## config.mk

```make
export PLATFORM = sky130hd
export DESIGN_NAME = eu_uart
export DESIGN_NICKNAME = d
export VERILOG_FILES = /design/src/include/eu_pkg.sv /design/src/include/eu_rate_if.sv /design/src/core/eu_addr_match.sv /design/src/core/eu_rate_gen.sv /design/src/core/eu_uart.sv
export SDC_FILE = /design/constraint.sdc
export NUM_CORES = 1
export LEC_CHECK = 0
export BUFFER_PORTS_ARGS = -buffer_cell sky130_fd_sc_hd__buf_2
export CAP_MARGIN = 40
export CORE_AREA = 2 2 102 177
export DETAILED_ROUTE_END_ITERATION = 16
export DIE_AREA = 0 0 104 179
export PLACE_DENSITY = 0.52
export SLEW_MARGIN = 20
export SYNTH_ARGS = -nofsm -noshare
export SYNTH_HDL_FRONTEND = slang
export SYNTH_HIERARCHICAL = 1
export SYNTH_SLANG_ARGS = --single-unit
```

## constraint.sdc

```tcl
create_clock -name clk -period 3.7 [get_ports clk]
set_clock_uncertainty 0.2 [all_clocks]
set_input_delay 0.37 -clock clk [delete_from_list [all_inputs] [get_ports clk]]
set_output_delay 0.37 -clock clk [all_outputs]
set_load 0.02 [all_outputs]
```

## src/include/eu_pkg.sv

```systemverilog
// Register map, field layout, timing counts and helpers of the serial port.
package eu_pkg;

    // Register offsets on the plain register port.
    localparam logic [7:0] ADDR_CTRL    = 8'hd8;
    localparam logic [7:0] ADDR_BUF     = 8'hd9;
    localparam logic [7:0] ADDR_SLAVE   = 8'hda;
    localparam logic [7:0] ADDR_MASK    = 8'hdb;
    localparam logic [7:0] ADDR_DIV_HI  = 8'hdc;
    localparam logic [7:0] ADDR_DIV_LO  = 8'hdd;
    localparam logic [7:0] ADDR_VIEW    = 8'hdf;
    localparam logic [7:0] RESET_BYTE   = 8'h00;

    // Bit positions inside the control and status word, the view register and the upper divider register.
    localparam int BIT_MODE_HI = 7;
    localparam int BIT_MPF     = 5;
    localparam int BIT_FE      = 7;
    localparam int BIT_OV      = 6;
    localparam int BIT_COL     = 5;
    localparam int BIT_REN     = 4;
    localparam int BIT_TB8     = 3;
    localparam int BIT_RB8     = 2;
    localparam int BIT_TI      = 1;
    localparam int BIT_RI      = 0;
    localparam int BIT_VIEW    = 6;
    localparam int BIT_GEN_EN  = 7;
    localparam int BIT_DIV_TOP = 6;

    // Mode field codes.
    localparam logic [1:0] MODE_SYNC   = 2'h0;
    localparam logic [1:0] MODE_ASYNC8 = 2'h1;
    localparam logic [1:0] MODE_FIX9   = 2'h2;
    localparam logic [1:0] MODE_VAR9   = 2'h3;

    // Prescaler terminal counts: half a shift bit of 6 or 2 clocks, and
    // a 16x oversample tick of the fixed 1/64 rate.
    localparam logic [2:0] HALF_SLOW   = 3'h5;
    localparam logic [2:0] HALF_FAST   = 3'h1;
    localparam logic [2:0] OS_FIXED    = 3'h3;
    localparam logic [14:0] RATE_TOP   = 15'h7fff;

    // Oversample positions and frame lengths in bits.
    localparam logic [3:0] OS_MID      = 4'h7;
    localparam logic [3:0] OS_LAST     = 4'hf;
    localparam logic [3:0] BITS_SYNC   = 4'h8;
    localparam logic [3:0] BITS_TX8    = 4'ha;
    localparam logic [3:0] BITS_TX9    = 4'hb;
    localparam logic [3:0] BITS_RX8    = 4'h9;
    localparam logic [3:0] BITS_RX9    = 4'ha;

    typedef enum logic [1:0] {
        TX_IDLE = 2'b01,
        TX_BUSY = 2'b10
    } eu_tx_t;

    typedef enum logic [4:0] {
        RX_IDLE  = 5'b00001,
        RX_START = 5'b00010,
        RX_DATA  = 5'b00100,
        RX_SYNC  = 5'b01000,
        RX_DONE  = 5'b10000
    } eu_rx_t;

    // True for the two 9-bit asynchronous modes.
    function automatic logic eu_nine(input logic [1:0] mode);
        return mode[1];
    endfunction : eu_nine

    // True for the synchronous shift mode.
    function automatic logic eu_sync(input logic [1:0] mode);
        return mode == MODE_SYNC;
    endfunction : eu_sync

endpackage : eu_pkg

```

## src/include/eu_rate_if.sv

```systemverilog
// Interface carrying rate settings to the rate generator and ticks back.
`timescale 1ns/100ps
interface eu_rate_if;
    logic [1:0]  mode;
    logic        fast;
    logic        gen_en;
    logic [14:0] divider;
    logic        half_tick;
    logic        os_tick;

    modport gen  (input mode, fast, gen_en, divider,
                  output half_tick, os_tick);
    modport user (output mode, fast, gen_en, divider,
                  input half_tick, os_tick);
endinterface : eu_rate_if

```

## src/core/eu_addr_match.sv

```systemverilog
// Masked comparison of a received byte against the own slave address.
`timescale 1ns/100ps
module eu_addr_match
    import eu_pkg::*;
(
    input  wire logic [7:0] rx_byte,   // Received address byte.
    input  wire logic [7:0] own_addr,  // Stored slave address.
    input  wire logic [7:0] own_mask,  // One marks a compared bit.
    output wire logic       match      // All compared bits are equal.
);

    // Bits whose mask is zero never cause a mismatch.
    assign match = ((rx_byte ^ own_addr) & own_mask) == RESET_BYTE;

endmodule : eu_addr_match

```

## src/core/eu_rate_gen.sv

```systemverilog
// Bit-rate generator: shift-mode half-bit tick and 16x oversample tick.
`timescale 1ns/100ps
module eu_rate_gen
    import eu_pkg::*;
(
    input  wire logic clk,        // System clock.
    input  wire logic reset_n,    // Asynchronous reset, active low.
    eu_rate_if.gen    rif         // Settings in, ticks out.
);

    logic [2:0]  pre;
    logic [14:0] cnt;
    logic [2:0]  pre_top;
    logic        pre_end;
    logic        var_mode;

    // Fixed prescaler limit depends on mode and on the shift-rate select.
    assign pre_top  = eu_sync(rif.mode) ?
                      (rif.fast ? HALF_FAST : HALF_SLOW) : OS_FIXED;
    assign pre_end  = pre == pre_top;
    assign var_mode = rif.mode == MODE_ASYNC8 || rif.mode == MODE_VAR9;

    // Fixed-rate prescaler for the shift mode and the fixed 9-bit mode.
    always_ff @(posedge clk or negedge reset_n) begin
        if (!reset_n) begin
            pre <= 3'h0;
        end else begin
            pre <= pre_end ? 3'h0 : pre + 3'h1;
        end
    end

    // Programmable counter runs up to its top only while enabled.
    always_ff @(posedge clk or negedge reset_n) begin
        if (!reset_n) begin
            cnt           <= 15'h0000;
            rif.half_tick <= 1'b0;
            rif.os_tick   <= 1'b0;
        end else begin
            cnt <= (!rif.gen_en || cnt == RATE_TOP) ? rif.divider
                                                     : cnt + 15'h0001;
            rif.half_tick <= eu_sync(rif.mode) && pre_end;
            rif.os_tick   <= var_mode ? (rif.gen_en && cnt == RATE_TOP)
                                      : (rif.mode == MODE_FIX9 && pre_end);
        end
    end

endmodule : eu_rate_gen

```

## src/core/eu_uart.sv

```systemverilog
// Enhanced serial port: registers, transmitter, receiver and flags.
`timescale 1ns/100ps
module eu_uart
    import eu_pkg::*;
(
    input  wire logic       clk,      // System clock, 50 MHz.
    input  wire logic       reset_n,  // Asynchronous reset, active low.
    input  wire logic [7:0] addr,     // Register address.
    input  wire logic [7:0] wdata,    // Register write data.
    input  wire logic       wr,       // Write strobe.
    input  wire logic       rd,       // Read strobe.
    output logic      [7:0] rdata,    // Read data, cycle after strobe.
    output logic            txd,      // Serial out or shift clock.
    input  wire logic       rxd_in,   // Serial in level.
    output logic            rxd_out,  // Shift-mode data driven out.
    output logic            rxd_oe    // High while driving shift data.
);

    ////////////////////////////////////////////////////////////////////
    // Register state.
    logic [1:0] mode;
    logic       mpf;
    logic       ren;
    logic       tb8;
    logic       rb8;
    logic       ti;
    logic       ri;
    logic       fe;
    logic       ov;
    logic       col;
    logic       view;
    logic       gen_en;
    logic [6:0] div_hi;
    logic [7:0] div_lo;
    logic [7:0] own_addr;
    logic [7:0] own_mask;
    logic [7:0] rx_buf;
    logic       unread;

    // Engine state.
    eu_tx_t      tx_state;
    eu_rx_t      rx_state;
    logic [10:0] tx_sr;
    logic [3:0]  tx_bits;
    logic [3:0]  tx_cnt;
    logic        tx_phase;
    logic [9:0]  rx_sr;
    logic [3:0]  rx_bits;
    logic [3:0]  rx_cnt;
    logic        rx_phase;

    eu_rate_if rif ();

    ////////////////////////////////////////////////////////////////////
    // Register decode and mode decode.
    wire ctl_wr   = wr && addr == ADDR_CTRL;
    wire buf_wr   = wr && addr == ADDR_BUF;
    wire buf_rd   = rd && addr == ADDR_BUF;
    wire is_sync  = eu_sync(mode);
    wire is_nine  = eu_nine(mode);
    wire tx_busy  = tx_state == TX_BUSY;
    wire rx_sync  = rx_state == RX_SYNC;

    // Rate generator settings; shift rate chosen by the filter bit.
    assign rif.mode    = mode;
    assign rif.fast    = mpf;
    assign rif.gen_en  = gen_en;
    assign rif.divider = {div_hi, div_lo};

    eu_rate_gen u_rate (
        .clk     (clk),
        .reset_n (reset_n),
        .rif     (rif)
    );

    ////////////////////////////////////////////////////////////////////
    // Transmit decode: start only from idle with the shared pins free.
    wire        tx_start = buf_wr && !tx_busy && !rx_sync;
    wire        col_set  = buf_wr && !tx_start;
    wire        tx_tick  = is_sync ? rif.half_tick : rif.os_tick;
    wire        tx_step  = tx_busy && tx_tick &&
                           (is_sync ? tx_phase : tx_cnt == OS_LAST);
    wire        tx_done  = tx_step && tx_bits == 4'h1;
    wire [10:0] frame    = is_sync ? {3'b111, wdata}
                         : {1'b1, is_nine ? tb8 : 1'b1, wdata, 1'b0};
    wire [3:0]  frame_n  = is_sync ? BITS_SYNC
                         : (is_nine ? BITS_TX9 : BITS_TX8);

    // Transmitter; a write during a frame leaves the shifter alone.
    always_ff @(posedge clk or negedge reset_n) begin
        if (!reset_n) begin
            tx_state <= TX_IDLE;
            tx_sr    <= 11'h7ff;
            tx_bits  <= 4'h0;
            tx_cnt   <= 4'h0;
            tx_phase <= 1'b0;
        end else if (tx_start) begin
            tx_state <= TX_BUSY;
            tx_sr    <= frame;
            tx_bits  <= frame_n;
            tx_cnt   <= 4'h0;
            tx_phase <= 1'b0;
        end else if (tx_busy) begin
            if (tx_tick) begin
                tx_cnt   <= tx_cnt + 4'h1;
                tx_phase <= !tx_phase;
            end
            if (tx_step) begin
                tx_sr   <= {1'b1, tx_sr[10:1]};
                tx_bits <= tx_bits - 4'h1;
            end
            if (tx_done) begin
                tx_state <= TX_IDLE;
            end
        end
    end

    ////////////////////////////////////////////////////////////////////
    // Receive decode and frame unpacking.
    wire       rx_tick   = rif.os_tick;
    wire       mid_hit   = rx_tick && rx_cnt == OS_MID;
    wire       bit_hit   = rx_tick && rx_cnt == OS_LAST;
    wire       sync_hit  = rif.half_tick && !rx_phase;
    wire       rx_shift  = (rx_state == RX_DATA && bit_hit) ||
                           (rx_sync && sync_hit);
    wire       sync_go   = rx_state == RX_IDLE && is_sync && ren &&
                           !ri && !tx_busy;
    wire       async_go  = rx_state == RX_IDLE && !is_sync && ren &&
                           !rxd_in;
    wire       rx_done   = rx_state == RX_DONE;
    wire [7:0] rx_byte   = is_sync ? rx_sr[9:2]
                         : (is_nine ? rx_sr[7:0] : rx_sr[8:1]);
    wire       rx_stop   = rx_sr[9];
    wire       rx_bit8   = is_nine ? rx_sr[8] : rx_sr[9];
    wire       addr_hit;

    eu_addr_match u_match (
        .rx_byte  (rx_byte),
        .own_addr (own_addr),
        .own_mask (own_mask),
        .match    (addr_hit)
    );

    // Acceptance filter per mode and filter bit.
    wire async_ok  = is_nine ? (!mpf || (rx_bit8 && addr_hit))
                             : (!mpf || rx_stop);
    wire rx_accept = rx_done && ren && (is_sync || async_ok);
    wire fe_set    = rx_done && !is_sync && !rx_stop;
    wire ov_set    = rx_accept && unread;

    // Receiver sequence: start check at mid-bit, then one sample per bit.
    always_ff @(posedge clk or negedge reset_n) begin
        if (!reset_n) begin
            rx_state <= RX_IDLE;
            rx_cnt   <= 4'h0;
            rx_bits  <= 4'h0;
            rx_phase <= 1'b0;
        end else begin
            if (rx_tick) begin
                rx_cnt <= rx_cnt + 4'h1;
            end
            if (rif.half_tick && rx_sync) begin
                rx_phase <= !rx_phase;
            end
            if (rx_shift) begin
                rx_bits <= rx_bits - 4'h1;
            end
            unique case (rx_state)
                RX_IDLE: begin
                    rx_cnt   <= 4'h0;
                    rx_phase <= 1'b0;
                    rx_bits  <= is_sync ? BITS_SYNC
                              : (is_nine ? BITS_RX9 : BITS_RX8);
                    if (sync_go) begin
                        rx_state <= RX_SYNC;
                    end else if (async_go) begin
                        rx_state <= RX_START;
                    end
                end
                RX_START: begin
                    if (mid_hit) begin
                        rx_state <= rxd_in ? RX_IDLE : RX_DATA;
                        rx_cnt   <= 4'h0;
                    end
                end
                RX_DATA, RX_SYNC: begin
                    if (rx_shift && rx_bits == 4'h1) begin
                        rx_state <= RX_DONE;
                    end
                end
                RX_DONE: begin
                    rx_state <= RX_IDLE;
                end
            endcase
        end
    end

    // Receive shifter fills from the top, oldest bit ends lowest.
    always_ff @(posedge clk or negedge reset_n) begin
        if (!reset_n) begin
            rx_sr <= 10'h000;
        end else if (rx_shift) begin
            rx_sr <= {rxd_in, rx_sr[9:1]};
        end
    end

    ////////////////////////////////////////////////////////////////////
    // Control word; hardware sets win over software writes.
    always_ff @(posedge clk or negedge reset_n) begin
        if (!reset_n) begin
            mode <= MODE_SYNC;
            mpf  <= 1'b0;
            ren  <= 1'b0;
            tb8  <= 1'b0;
            rb8  <= 1'b0;
            ti   <= 1'b0;
            ri   <= 1'b0;
        end else begin
            if (ctl_wr && !view) begin
                mode <= wdata[BIT_MODE_HI -: 2];
                mpf  <= wdata[BIT_MPF];
            end
            if (ctl_wr) begin
                ren <= wdata[BIT_REN];
                tb8 <= wdata[BIT_TB8];
            end
            if (rx_accept && !is_sync) begin
                rb8 <= rx_bit8;
            end else if (ctl_wr) begin
                rb8 <= wdata[BIT_RB8];
            end
            ti <= tx_done || (ctl_wr ? wdata[BIT_TI] : ti);
            ri <= rx_accept || (ctl_wr ? wdata[BIT_RI] : ri);
        end
    end

    // Error flags: set by hardware, cleared by writing zero in view 1.
    wire flag_wr = ctl_wr && view;

    always_ff @(posedge clk or negedge reset_n) begin
        if (!reset_n) begin
            fe     <= 1'b0;
            ov     <= 1'b0;
            col    <= 1'b0;
            unread <= 1'b0;
        end else begin
            fe  <= fe_set || (fe && !(flag_wr && !wdata[BIT_FE]));
            ov  <= ov_set || (ov && !(flag_wr && !wdata[BIT_OV]));
            col <= col_set || (col && !(flag_wr && !wdata[BIT_COL]));
            unread <= rx_accept || (unread && !buf_rd);
        end
    end

    // Remaining software registers and the receive latch.
    always_ff @(posedge clk or negedge reset_n) begin
        if (!reset_n) begin
            view     <= 1'b0;
            gen_en   <= 1'b0;
            div_hi   <= 7'h00;
            div_lo   <= RESET_BYTE;
            own_addr <= RESET_BYTE;
            own_mask <= RESET_BYTE;
            rx_buf   <= RESET_BYTE;
        end else begin
            if (wr && addr == ADDR_VIEW) begin
                view <= wdata[BIT_VIEW];
            end
            if (wr && addr == ADDR_DIV_HI) begin
                gen_en <= wdata[BIT_GEN_EN];
                div_hi <= wdata[BIT_DIV_TOP:0];
            end
            if (wr && addr == ADDR_DIV_LO) begin
                div_lo <= wdata;
            end
            if (wr && addr == ADDR_SLAVE) begin
                own_addr <= wdata;
            end
            if (wr && addr == ADDR_MASK) begin
                own_mask <= wdata;
            end
            if (rx_accept) begin
                rx_buf <= rx_byte;
            end
        end
    end

    ////////////////////////////////////////////////////////////////////
    // Read selection; unmapped addresses read zero.
    wire [2:0] top_view = view ? {fe, ov, col} : {mode, mpf};
    wire [7:0] ctl_rd   = {top_view, ren, tb8, rb8, ti, ri};
    wire [7:0] rd_mux   =
        addr == ADDR_CTRL   ? ctl_rd :
        addr == ADDR_BUF    ? rx_buf :
        addr == ADDR_SLAVE  ? own_addr :
        addr == ADDR_MASK   ? own_mask :
        addr == ADDR_DIV_HI ? {gen_en, div_hi} :
        addr == ADDR_DIV_LO ? div_lo :
        addr == ADDR_VIEW   ? {1'b0, view, 6'h00} : RESET_BYTE;

    // Pin and read-data flops; the shift clock comes from whichever
    // engine owns the pins in the synchronous mode.
    wire tx_pin = is_sync ? tx_phase : tx_sr[0];

    always_ff @(posedge clk or negedge reset_n) begin
        if (!reset_n) begin
            rdata   <= RESET_BYTE;
            txd     <= 1'b1;
            rxd_out <= 1'b1;
            rxd_oe  <= 1'b0;
        end else begin
            rdata   <= rd ? rd_mux : RESET_BYTE;
            txd     <= tx_busy ? tx_pin : (rx_sync ? rx_phase : 1'b1);
            rxd_out <= tx_sr[0];
            rxd_oe  <= tx_busy && is_sync;
        end
    end
endmodule : eu_uart

```

==> reports/qor.log <==
[cells_and_area] fraction of final layout cells sized beyond drive strength 1 0.284
[die] num rows 64
[detailed_routing] number of optimization iterations in the first detailed-route pass 4
[sta] number of endpoints with negative hold slack in the final report 0
[sta] Max-Slew Margin vs Limit 0.464
[logic_synthesis] synthesized instance count 579
[logic_synthesis] Syn Area/Cell 11.6 um2
[die] I/O pin count 32
[pwr] leakage power figure 0.00357 uW
[grt] total congestion overflow after global routing 0
[logic_synthesis] Synth top cells by count sky130_fd_sc_hd__dfrtp_1, sky130_fd_sc_hd__mux2_2, sky130_fd_sc_hd__mux2i_1
[sta] Period Utilization, post-route 0.770
[grt] via count of the first global-routing pass 4931
[logic_synthesis] post-synthesis instance area 6730 um2
[critical_path] crit path buf inv count 1
[critical_path] Worst path top cell family by delay flip-flops
[critical_path] Max stage delay on crit path 0.66 ns
[sta] maximum operating frequency 0.351 GHz
[die] Chip Width 104 um
[placed_design] Placer Congestion 0.853
[placed_design] total of buffers placed on input and output ports 31
[critical_path] required time of the critical path 3.79 ns
[sta] fin crit period 2.85 ns
[detailed_routing] WL final 16.9 mm
[grt] number of antenna violations at the first check in global routing 0
[sta] final setup violation count 0
[grt] global routing met2 resource utilization 0.380
[clock_tree] clock edge transition at the registers on the reported setup and hold paths 0.06 ns
[critical_path] cell with the largest stage delay on the worst path sky130_fd_sc_hd__dfrtp_1
[logic_synthesis] main area contributors after synthesis sky130_fd_sc_hd__dfrtp_1, sky130_fd_sc_hd__mux2_2, sky130_fd_sc_hd__mux2i_1
[clock_tree] number of buffers added to fix hold violations after cts 1
[grt] global routing met1 resource utilization 0.198
[sta] Final Max Slew Viols 0
[detailed_routing] routed via count divided by cell count 5.33
[die] initial core utilization 0.389
[cells_and_area] Area growth, synth to finish 15.1%
[logic_synthesis] fraction of registers with async set/reset 1.00
[logic_synthesis] fraction of post-synthesis cell area in the top cell type by area 0.428
[critical_path] critical path class flip-flop to flip-flop
[sta] worst-margin pin slew 0.799 ns
[logic_synthesis] Yosys warnings 6
[grt] Global Route Usage Sum 0.191
[logic_synthesis] number of enable flip-flop cells after synthesis 0
[logic_synthesis] most instantiated flip-flop cell in the synthesis netlist sky130_fd_sc_hd__dfrtp_1
[critical_path] CP arrival 2.94 ns
[clock_tree] number of CTS-inserted buffers 17
[logic_synthesis] Cell variety after synth 69
[detailed_routing] Antenna Violating Nets Remaining 0
[grt] global-route layer with the greatest usage met2
[critical_path] peak fanout along the critical path 12
[min_path] worst hold path class primary input to flip-flop
[cells_and_area] diodes inserted 0
[cells_and_area] Layout Utilization 0.448
[critical_path] endpoint kind of the worst setup timing path flip-flop
[detailed_routing] total DRC errors in the routed layout 0
[sta] Setup TNS 0 ns
[cells_and_area] non-filler cells, final 858
[die] die height 179 um
[placed_design] Detail Placement HPWL 12.4 mm
[logic_synthesis] dominant cell type by area after synthesis sky130_fd_sc_hd__dfrtp_1
[pwr] maximum vdd drop 0.269 mV
[clock_tree] htree depth 4
[logic_synthesis] Syn Nets 608
[clock_tree] number of buffers on the longest clock path 2
[cells_and_area] post-layout net count 643
[sta] RSZ-0062 raised after global routing no
[status] result of the run finished clean
[clock_tree] buffer type at the clock tree root sky130_fd_sc_hd__clkbuf_16
[clock_tree] total clock sinks 129
[die] Die Outline Area 18600 um2
[clock_tree] clock tree from TritonCTS done
[detailed_routing] total vias in the final route 4569
[clock_tree] post-cts sizing count 0
[grt] GR Util met3 0.0316
[critical_path] kind of launch point of the worst setup path flip-flop
[die] core outline area 17300 um2
[pwr] power density over the cells 461 nW/um2
[detailed_routing] DRT iter0 DRCs 207
[grt] global-route wire length before repair 27.3 mm
[detailed_routing] mean routed wirelength per cell 19.7 um
[clock_tree] postcts setup bufs 0
[clock_tree] clock latency on the worst-skew pair 0.41 ns
[placed_design] number of cells after detailed placement 825
[logic_synthesis] FF+latch count, synth 129
[logic_synthesis] cell with the most instances after synthesis sky130_fd_sc_hd__dfrtp_1
[critical_path] Critical Path, Cell by Cell mux2i_1 -> o21ai_0 -> xor2_1 -> a22oi_1 -> and4_1 -> a21oi_1 -> nor3_1 -> buf_4 -> mux2_2
[run] Max Cap Violations 0
[logic_synthesis] proportion of synthesized chip area in sequential cells 0.482
[grt] maximum number of pins on one net before global-route repair 96
-- state kept, by name, summed over array words and instances, names as in the netlist, 5 cells and up --
| name | cells |
|---|---|
| u_rate/cnt | 15 |
| rx_sr | 10 |
| tx_sr | 10 |
| div_lo | 8 |
| own_addr | 8 |
| own_mask | 8 |
| rdata | 8 |
| rx_buf | 8 |
| div_hi | 7 |
| rx_state | 5 |
-- logic make-up after synthesis --
| family | Yosys count | synth area share |
|---|---|---|
| flops | 129 | 0.482 |
| xor+xnor | 28 | 0.0364 |
| simple gates | 153 | 0.128 |
| fa+ha+maj | 8 | 0.0149 |
| compound gates | 91 | 0.0981 |
| mux | 126 | 0.211 |
| buf+inv | 44 | 0.0296 |
-- where the power goes --
part           switching (uW)  leakage (uW)  internal (uW)  total (uW)
Combinational             158       0.00161            133         291
Sequential               67.9       0.00168           1480        1550
Clock                     661      0.000280           1070        1730
-- stage by stage --
step                      hold slack, ns  instance area (um2)  power, uW  setup slack [ns]
after floorplan                   -0.126                 6730       1750             0.516
after global placement             0.160                 7120       1860             0.916
after global routing              0.0280                 7750       3720             0.641
after CTS                         0.0333                 7750       3610             0.829
after detailed placement           0.165                 7130       1870             0.834
final                             0.0401                 7750       3570             0.850
-- per-layer routing --
layer  wire length [um]  part of all wire
met1               6520              0.39
met2               9630              0.57
met3                255             0.015
met4                486             0.029
met5                  0                 0
-- layout make-up --
class,instances,area [um2]
fill,1700,9550
sequential,129,3250
multi-input combinational,406,3290
clock inverter,14,180
clock buffer,18,429
tap,231,289
timing repair buffer,41,248
inverter,19,71.3
-- final timing paths --
kind | cells after the start | start | to | slack, ns
max in group asynchronous | 3 | reset_n | rx_sr[1]$_DFFE_PN0P_ | 2.14
setup reg to reg | 9 | mode[0]$_DFFE_PN0P_ | rx_buf[6]$_DFFE_PN0P_ | 0.85
hold reg to reg | 0 | tx_sr[0]$_DFFE_PN1P_ | rxd_out$_DFF_PN1_ | 0.18
hold / removal | 2 | rxd_in | rx_state[2]$_DFFE_PN0P_ | 0.04
min in group asynchronous | 2 | reset_n | div_lo[3]$_DFFE_PN0P_ | 0.26
setup / recovery | 9 | mode[0]$_DFFE_PN0P_ | rx_buf[6]$_DFFE_PN0P_ | 0.85
-- layout by cell type (no fill, tap or decap), types with 9 or more instances in the layout --
cell / count
sky130_fd_sc_hd__o22ai_1: 9
sky130_fd_sc_hd__xnor2_1: 12
sky130_fd_sc_hd__a21oi_1: 10
sky130_fd_sc_hd__inv_1: 19
sky130_fd_sc_hd__clkbuf_16: 17
sky130_fd_sc_hd__nor2_1: 31
sky130_fd_sc_hd__nand2_1: 35
sky130_fd_sc_hd__buf_4: 9
sky130_fd_sc_hd__dfrtp_1: 115
sky130_fd_sc_hd__mux2_4: 15
sky130_fd_sc_hd__xor2_1: 16
sky130_fd_sc_hd__dfstp_2: 14
sky130_fd_sc_hd__mux2_2: 58
sky130_fd_sc_hd__nor3_1: 13
sky130_fd_sc_hd__nand3_1: 12
sky130_fd_sc_hd__o21ai_0: 23
sky130_fd_sc_hd__mux2i_1: 52
sky130_fd_sc_hd__buf_2: 30
No activity file was read; power rests on OpenSTA's default activity.
